[src/inc/iaoe_pkg.sv]
// package for the increment / or-literal execution slice of an 8-bit core
// assumes a 14-bit instruction word and an 8-bit data path
// Summary of operation
// - 001111 d f: increment, skip on zero, flags kept
// - zero result discards fetched next instruction
// - d=0 writes accumulator, d=1 writes register
// - 001010 d f: increment, zero flag only
// - 111000 k: or literal into accumulator
package iaoe_pkg;
  localparam int        IW_W        = 14;
  localparam int        DW          = 8;
  localparam int        AW          = 7;
  localparam int        OP_HI       = 13;
  localparam int        OP_LO       = 8;
  localparam int        DEST_BIT    = 7;
  localparam logic [5:0] OP_INC_SKIP = 6'h0f;
  localparam logic [5:0] OP_INC      = 6'h0a;
  localparam logic [5:0] OP_OR_LIT   = 6'h38;
  localparam logic [7:0] ACC_RST     = 8'h00;
  localparam logic       ZERO_RST    = 1'b0;

  typedef enum logic [1:0] {
    IAOE_OP_NONE,
    IAOE_OP_INC_SKIP,
    IAOE_OP_INC,
    IAOE_OP_OR_LIT
  } iaoe_op_t;
endpackage : iaoe_pkg

[src/inc/iaoe_dec_if.sv]
// decoded instruction fields passed from decoder to execute stage
// assumes one decode per clock cycle
`timescale 1ns/100ps
interface iaoe_dec_if;
  iaoe_pkg::iaoe_op_t op;
  logic               dest;
  logic [6:0]         addr;
  logic [7:0]         lit;
  modport dec (output op, output dest, output addr, output lit);
  modport exe (input op, input dest, input addr, input lit);
endinterface : iaoe_dec_if

[src/hdl/iaoe_exec.sv]
// execution of increment-skip, increment and or-literal
// assumes register file read data is combinational from addr
// and that the fetch path honours the discard pulse next cycle
`timescale 1ns/100ps
module iaoe_exec (
  // clock and reset
  input  wire logic        clk_i,
  input  wire logic        nrst_i,
  // instruction stream
  input  wire logic [13:0] instr_i,
  input  wire logic        instr_valid_i,
  // register file read port
  input  wire logic [7:0]  rf_rdata_i,
  output logic      [6:0]  rf_raddr_o,
  // register file write port
  output logic             rf_we_o,
  output logic      [6:0]  rf_waddr_o,
  output logic      [7:0]  rf_wdata_o,
  // architectural state
  output logic      [7:0]  acc_o,
  output logic             zero_o,
  // pipeline control
  output logic             discard_o,
  output logic             nop_exec_o
);
  ////////////////////////////////////////////////////////////////////
  typedef struct packed {
    logic [7:0] acc;
    logic       zero;
    logic       we;
    logic [6:0] waddr;
    logic [7:0] wdata;
    logic       skip;    // next fetched word becomes a nop
    logic       nop;
    logic [6:0] raddr;
  } iaoe_state_t;

  iaoe_state_t s_reg;
  iaoe_state_t s_next;
  iaoe_dec_if  dif ();
  logic [7:0]  inc_res;

  ////////////////////////////////////////////////////////////////////
  iaoe_decoder u_dec (
    .instr_i (instr_i),
    .dec     (dif)
  );

  // 8-bit wrap on increment
  assign inc_res = rf_rdata_i + 8'h01;

  ////////////////////////////////////////////////////////////////////
  // next state: the read address is fed from the decoded word
  always_comb begin
    s_next       = s_reg;
    s_next.we    = 1'b0;
    // pending skip waits for a valid word
    // an idle cycle must not eat the skip, or the next word would run
    s_next.skip  = s_reg.skip && !instr_valid_i;
    s_next.nop   = 1'b0;
    s_next.raddr = dif.addr;
    if (instr_valid_i && s_reg.skip) begin
      s_next.nop = 1'b1;
    end else if (instr_valid_i) begin
      case (dif.op)
        iaoe_pkg::IAOE_OP_INC_SKIP: begin
          if (dif.dest) begin
            s_next.we    = 1'b1;
            s_next.waddr = dif.addr;
            s_next.wdata = inc_res;
          end else begin
            s_next.acc = inc_res;
          end
          s_next.skip = (inc_res == 8'h00);
          s_next.zero = s_reg.zero;
        end
        iaoe_pkg::IAOE_OP_INC: begin
          if (dif.dest) begin
            s_next.we    = 1'b1;
            s_next.waddr = dif.addr;
            s_next.wdata = inc_res;
          end else begin
            s_next.acc = inc_res;
          end
          s_next.zero = (inc_res == 8'h00);
        end
        iaoe_pkg::IAOE_OP_OR_LIT: begin
          s_next.acc  = s_reg.acc | dif.lit;
          s_next.zero = ((s_reg.acc | dif.lit) == 8'h00);
        end
        default: begin
          s_next.skip = 1'b0;
        end
      endcase
    end
  end

  // single state register
  always_ff @(posedge clk_i or negedge nrst_i) begin
    if (!nrst_i) begin
      s_reg      <= '0;
      s_reg.acc  <= iaoe_pkg::ACC_RST;
      s_reg.zero <= iaoe_pkg::ZERO_RST;
    end else begin
      s_reg <= s_next;
    end
  end

  ////////////////////////////////////////////////////////////////////
  // outputs straight from the state register
  assign rf_raddr_o = s_reg.raddr;
  assign rf_we_o    = s_reg.we;
  assign rf_waddr_o = s_reg.waddr;
  assign rf_wdata_o = s_reg.wdata;
  assign acc_o      = s_reg.acc;
  assign zero_o     = s_reg.zero;
  assign discard_o  = s_reg.skip;
  assign nop_exec_o = s_reg.nop;
endmodule : iaoe_exec

[src/hdl/iaoe_decoder.sv]
// combinational decoder for the three handled opcodes
// assumes the instruction word is stable for the whole cycle
`timescale 1ns/100ps
module iaoe_decoder (
  // instruction in
  input  wire logic [13:0] instr_i,
  // decoded fields out
  iaoe_dec_if.dec          dec
);
  // opcode match on the top six bits
  always_comb begin
    dec.dest = instr_i[iaoe_pkg::DEST_BIT];
    dec.addr = instr_i[iaoe_pkg::AW-1:0];
    dec.lit  = instr_i[iaoe_pkg::DW-1:0];
    case (instr_i[iaoe_pkg::OP_HI:iaoe_pkg::OP_LO])
      iaoe_pkg::OP_INC_SKIP: dec.op = iaoe_pkg::IAOE_OP_INC_SKIP;
      iaoe_pkg::OP_INC:      dec.op = iaoe_pkg::IAOE_OP_INC;
      iaoe_pkg::OP_OR_LIT:   dec.op = iaoe_pkg::IAOE_OP_OR_LIT;
      default:               dec.op = iaoe_pkg::IAOE_OP_NONE;
    endcase
  end
endmodule : iaoe_decoder

[config.mk]
export PLATFORM = sky130hd
export DESIGN_NAME = iaoe_exec
export DESIGN_NICKNAME = d
export VERILOG_FILES = /design/src/inc/iaoe_pkg.sv /design/src/inc/iaoe_dec_if.sv /design/src/hdl/iaoe_exec.sv /design/src/hdl/iaoe_decoder.sv
export SDC_FILE = /design/constraint.sdc
export NUM_CORES = 1
export LEC_CHECK = 0
export BUFFER_PORTS_ARGS = -buffer_cell sky130_fd_sc_hd__buf_2
export CAP_MARGIN = 20
export CORE_UTILIZATION = 52
export DETAILED_ROUTE_END_ITERATION = 10
export PLACE_DENSITY = 0.83
export REMOVE_ABC_BUFFERS = 1
export SLEW_MARGIN = 20
export SYNTH_ARGS = -nofsm -noshare
export SYNTH_HDL_FRONTEND = slang
export SYNTH_SLANG_ARGS = --single-unit
export TNS_END_PERCENT = 50
[constraint.sdc]
create_clock -name clk_i -period 4.3 [get_ports clk_i]
set_clock_uncertainty 0.1 [all_clocks]
set_input_delay 0.43 -clock clk_i [delete_from_list [all_inputs] [get_ports clk_i]]
set_output_delay 0.43 -clock clk_i [all_outputs]
set_load 0.03 [all_outputs]
-- Word level (Yosys, flattened, before mapping)
Index checks and enable logic that the tools add are counted.
- $add $sub $neg: 1
- eq/ne operators: 6
- mux-type cells: 9
- bitwise operators: 3
- reduce and logical (&&, ||, !) cells: 12
- operator list (operator ; number):
    $mux W17 ; 2
    $mux W16 ; 2
    $pmux W9 S3 ; 1
    $logic_not A8 Y1 ; 2
    $eq A6 B4 Y1 const B ; 2
    $add A8 B1 Y8 const B ; 1
    $mux W8 ; 1
    $or A8 B8 Y8 ; 1
    $reduce_and A4 Y1 ; 2
    $eq A6 B6 Y1 const B ; 1
    $pmux W2 S3 ; 1
    $eq A2 B2 Y1 const B ; 2
    $reduce_or A2 Y1 ; 2
    $reduce_and A3 Y1 ; 1
    $reduce_bool A3 Y1 ; 1
    $eq A2 B1 Y1 const B ; 1
    $logic_and A1 B1 Y1 ; 2
    $not A1 Y1 ; 2
    $pmux W1 S2 ; 1
    $reduce_bool A2 Y1 ; 1
    $logic_not A1 Y1 ; 1
    $mux W1 ; 1
- bits in registers: 34
- input port bits: 25
- output and inout port bits: 34
- logic and storage cells: 39

-- Longest topological paths before layout
- depth after elaboration: 7
- mapped depth: 10
- gate-level depth less buffers: 9

-- Cells and area by module
From an unflattened synthesis, not the netlist that was laid out.
- cell total of the unflattened synthesis: 178
- area total of the unflattened synthesis: 1729.2 µm²
- modules (own cells, without submodules) (module ; instances ; cells each ; area an instance (µm²) ; seq. area each (µm²)):
    iaoe_exec ; 1 ; 155 ; 1557.7 ; 850.8
    iaoe_decoder ; 1 ; 23 ; 171.4 ; 0.0

-- Worst setup path after synthesis
Ideal clock, no wire load.
- kind: input -> register
- start: input port instr_i[9]
- end: register s_reg, in the netlist rf_waddr_o[1]
- library setup time: 0.125 ns
- data arrival time: 2.036 ns
- data required time: 4.075 ns
- setup slack: 2.039 ns
- cell stages on the path: 8
- buffers on the path: 2
- cells stage by stage: and3b_4 a21oi_1 nand2b_1 ha_1 and3b_1 buf_2 buf_4 mux2_2
- cells in the longest elaborated chain, start to end: 5
- elaborated cells on any way between the ends: 8
- those cells by class: 5 x eq/ne; 1 x mux; 2 x reduce/logical
- ends and longest elaborated chain (what ; RTL line ; text):
    from (decl) ; iaoe_exec.sv:10 ; input wire logic [13:0] instr_i,
    $eq A6 B6 Y1 / $eq A6 B4 Y1 (equally long branches) ; iaoe_decoder.sv:15 ; case (instr_i[iaoe_pkg::OP_HI:iaoe_pkg::OP_LO])
    $pmux W2 S3 (*) ; iaoe_decoder.sv:15 ;
    $eq A2 B2 Y1 / $eq A2 B1 Y1 (equally long branches) ; iaoe_exec.sv:65 ; case (dif.op)
    $reduce_or A2 Y1 (no source line) (*) ; -- ;
    $reduce_and A4 Y1 (no source line) (*) ; -- ;
    to (signal assigned) ; iaoe_exec.sv:105 ; s_reg <= s_next;
    to (decl) ; iaoe_exec.sv:38 ; iaoe_state_t s_reg;
Mark *: on every way between the ends. The rest lies on a longest branch, timed or not.
A chain may end at the register's enable or synchronous reset.

-- Final worst setup path
- start: input port instr_i[9]
- end: register s_reg, in the netlist rf_waddr_o[3]
Same word-level chain as after synthesis.

==> out/results.ini <==
[routing]
routedWlPerCell_microns=15.6
drc=5
viasPerCell=5.73
ant_nets=0
drtIter0Drc=47
via_count=1334
drt-total-wl_microns=3640
first_pass_iters=7

[synth]
ys_ff_latch=34
synth_warnings=0
netlist_instances=139
yosysSeqAreaShare_pct=52.8
synthFlopType=dfrtp_1
synth_edf_count=0
synth_area_sq_mm=0.00161
async_flop_share_pct=100
synthDistinctLibCells=40
synth.avg_cell_area_sq_um=11.6

[cts]
cts-root-buf=clkbuf_4
numCtsBuffers=5
hold_buffers=0
insertion_delay_ns=0.33
clockBufferDepth=2
cts_tree=built
clock_sinks=34
post_cts_buffers=0
path_clk_slew_ns=0.10
htree_num_levels=2
cts_resized=0

[run]
cap_violations=0

[grt]
grt_pass1_wl_microns=5750
antenna_found_initial=0
track_usage_pct=23.2
grt_pass1_vias=1260
grt_max_degree=35
grt_overflow=0

[place]
dpl.hpwl_microns=2800
gp_congestion=0.849
io_buffer_count=58

[hold_path]
hold_class=input port to async pin

[power]
p_leak_uw=0.000968
ir_drop_v=0.000301
power.density_mw_per_mm2=469

[critical_path]
reg2reg_from=discard_o
arrival_ns=2.59
r2r_end=rf_waddr_o[3]
crit_path_max_fanout=22
critPathBufInv=1
regToRegSetupSlack_ns=2.34
cp_slowest_cell=and3b_1
critical-path-max-stage-delay_ns=0.76
critPathTopFamily=simple AND/OR/NAND/NOR gates
cp-end-kind=register
crit_chain=buf_2 > and3b_4 > a21oi_1 > nand2b_1 > ha_1 > and3b_1 > mux2_2
crit_path_start_kind=input port
cp.required_ns=4.42
reg2reg_depth=3
worstSetupPathType=input port to register

[sta]
fmax_mhz=404
worst_pin_slew_ns=0.830
finalCritPeriodShare_pct=57.5
rsz0062_at_grt=no
fin_crit_ns=2.47
finalSetupViolCount=0
hold_viol=0
maxSlewHeadroom_pct=44.6
slew_violations=0
fin_tns_setup_ns=0

[floorplan]
ioPinCount=59
start_util_pct=56.5
dieWidth_microns=57.7
die_height_microns=57.7
core_region_area_sq_mm=0.00285
dieArea_sq_mm=0.00333
floorplan.rows=19

[layout]
area_growth_pct=24.1
antennaDiodeCount=0
layout.nets=231
final.fill_count=218
post-route-util_pct=70.2
drive_above_1_share_pct=39.6

[outcome]
status=complete, but fails checks
violations=design-rule violations

[state kept, by name, indices dropped and copies added (netlist names)]
signal / flops
acc_o: 8
discard_o: 1
nop_exec_o: 1
rf_raddr_o: 7
rf_waddr_o: 7
rf_wdata_o: 8
rf_we_o: 1
zero_o: 1
[cell usage in the layout, fill, tap and decap left out, types with 2 or more instances in the layout]
cell type / n
a21oi_1: 16
buf_2: 58
clkbuf_4: 5
clkinv_2: 2
dfrtp_1: 34
ha_1: 5
inv_1: 6
mux2_1: 3
mux2_2: 5
nand2_1: 2
nand2b_1: 2
nand3_1: 7
nand4_1: 2
nor2_1: 13
nor3_1: 3
nor3b_2: 2
nor4_1: 2
o22ai_1: 6
o32ai_1: 2
xnor2_1: 3
xor2_1: 3
[where the power goes]
| part | total, uW | switching (uW) | internal [uW] |
|---|---|---|---|
| Combinational | 300 | 207 | 93.6 |
| Clock | 223 | 103 | 120 |
| Sequential | 416 | 35.9 | 380 |
| Total | 939 | 345 | 594 |
[worst reg2reg max path, delay by kind of cell, from the launching register on]
kind,cells,cell delay [ns]
flip-flops,1,0.46
multiplexers,1,0.42
AND/OR/NAND/NOR,2,0.86
[per-stage QoR]
step | power (uW) | hold slack (ns) | instances | setup slack, ns | cell area [sq um]
floorplan | 612 | 0.0344 | 136 | 1.84 | 1600
global placement | 712 | 0.361 | 225 | 1.54 | 1920
detailed placement | 723 | 0.374 | 225 | 1.47 | 1920
CTS | 946 | 0.0707 | 233 | 1.82 | 2000
global route | 983 | 0.103 | 233 | 1.73 | 2000
finish | 939 | 0.0447 | 233 | 1.83 | 2000
[synth_stat cells, types with 2 or more instances]
| master | number | area [sq um] |
|---|---|---|
| nand3_1 | 7 | 35.0 |
| xnor2_1 | 3 | 26.3 |
| o22ai_1 | 6 | 37.5 |
| nor3b_2 | 2 | 25.0 |
| inv_1 | 6 | 22.5 |
| mux2_1 | 3 | 33.8 |
| xor2_1 | 3 | 26.3 |
| o32ai_1 | 2 | 17.5 |
| buf_2 | 2 | 10.0 |
| ha_1 | 5 | 62.6 |
| nor4_1 | 2 | 12.5 |
| a21oi_1 | 16 | 80.1 |
| dfrtp_1 | 34 | 851 |
| nor3_1 | 3 | 15.0 |
| nand4_1 | 2 | 12.5 |
| mux2_2 | 5 | 56.3 |
| nor2_1 | 13 | 48.8 |
| nand2_1 | 2 | 7.51 |
| nand2b_1 | 2 | 12.5 |
[logic make-up (layout without fill, tap and decap cells)]
kind of cell,Yosys count,count (layout),synth area share [%]
compound gates,33,33,15.1
xor+xnor,6,6,3.26
fa+ha+maj,5,5,3.88
buf+inv,9,72,2.48
flops,34,34,52.8
mux,9,9,6.21
simple gates,43,43,16.4
[per-layer routing]
metal  share of wire (%)  global-route usage, %  vias up
met2                  49                   37.5       60
li1                    -                      -      643
met1                  42                   30.0      627
met4                 1.3                   8.50        0
met5                   0                      0        -
met3                 6.9                   6.70        4
[worst max path at each step]
stage / to / cells past startpoint / slack, ns / from
final: rf_waddr_o[3] / 7 / 1.83 / instr_i[9]
after global placement: rf_wdata_o[1] / 7 / 1.54 / instr_i[9]
after floorplan: rf_waddr_o[0] / 6 / 1.84 / instr_i[9]
after detailed placement: rf_waddr_o[2] / 7 / 1.47 / instr_i[9]
after global routing: acc_o[5] / 9 / 1.73 / instr_i[8]
after CTS: rf_waddr_o[3] / 7 / 1.82 / instr_i[9]
[final cells by class]
type | count | area, sq um | share of cell area [%]
clock buffer | 5 | 37.5 | 1.88
timing repair buffer | 58 | 290 | 14.5
inverter | 6 | 22.5 | 1.13
clock inverter | 3 | 40.0 | 2.00
sequential | 34 | 851 | 42.5
multi-input combinational | 96 | 722 | 36.1
tap | 31 | 38.8 | 1.94
No activity file was read; power rests on OpenSTA's default activity.
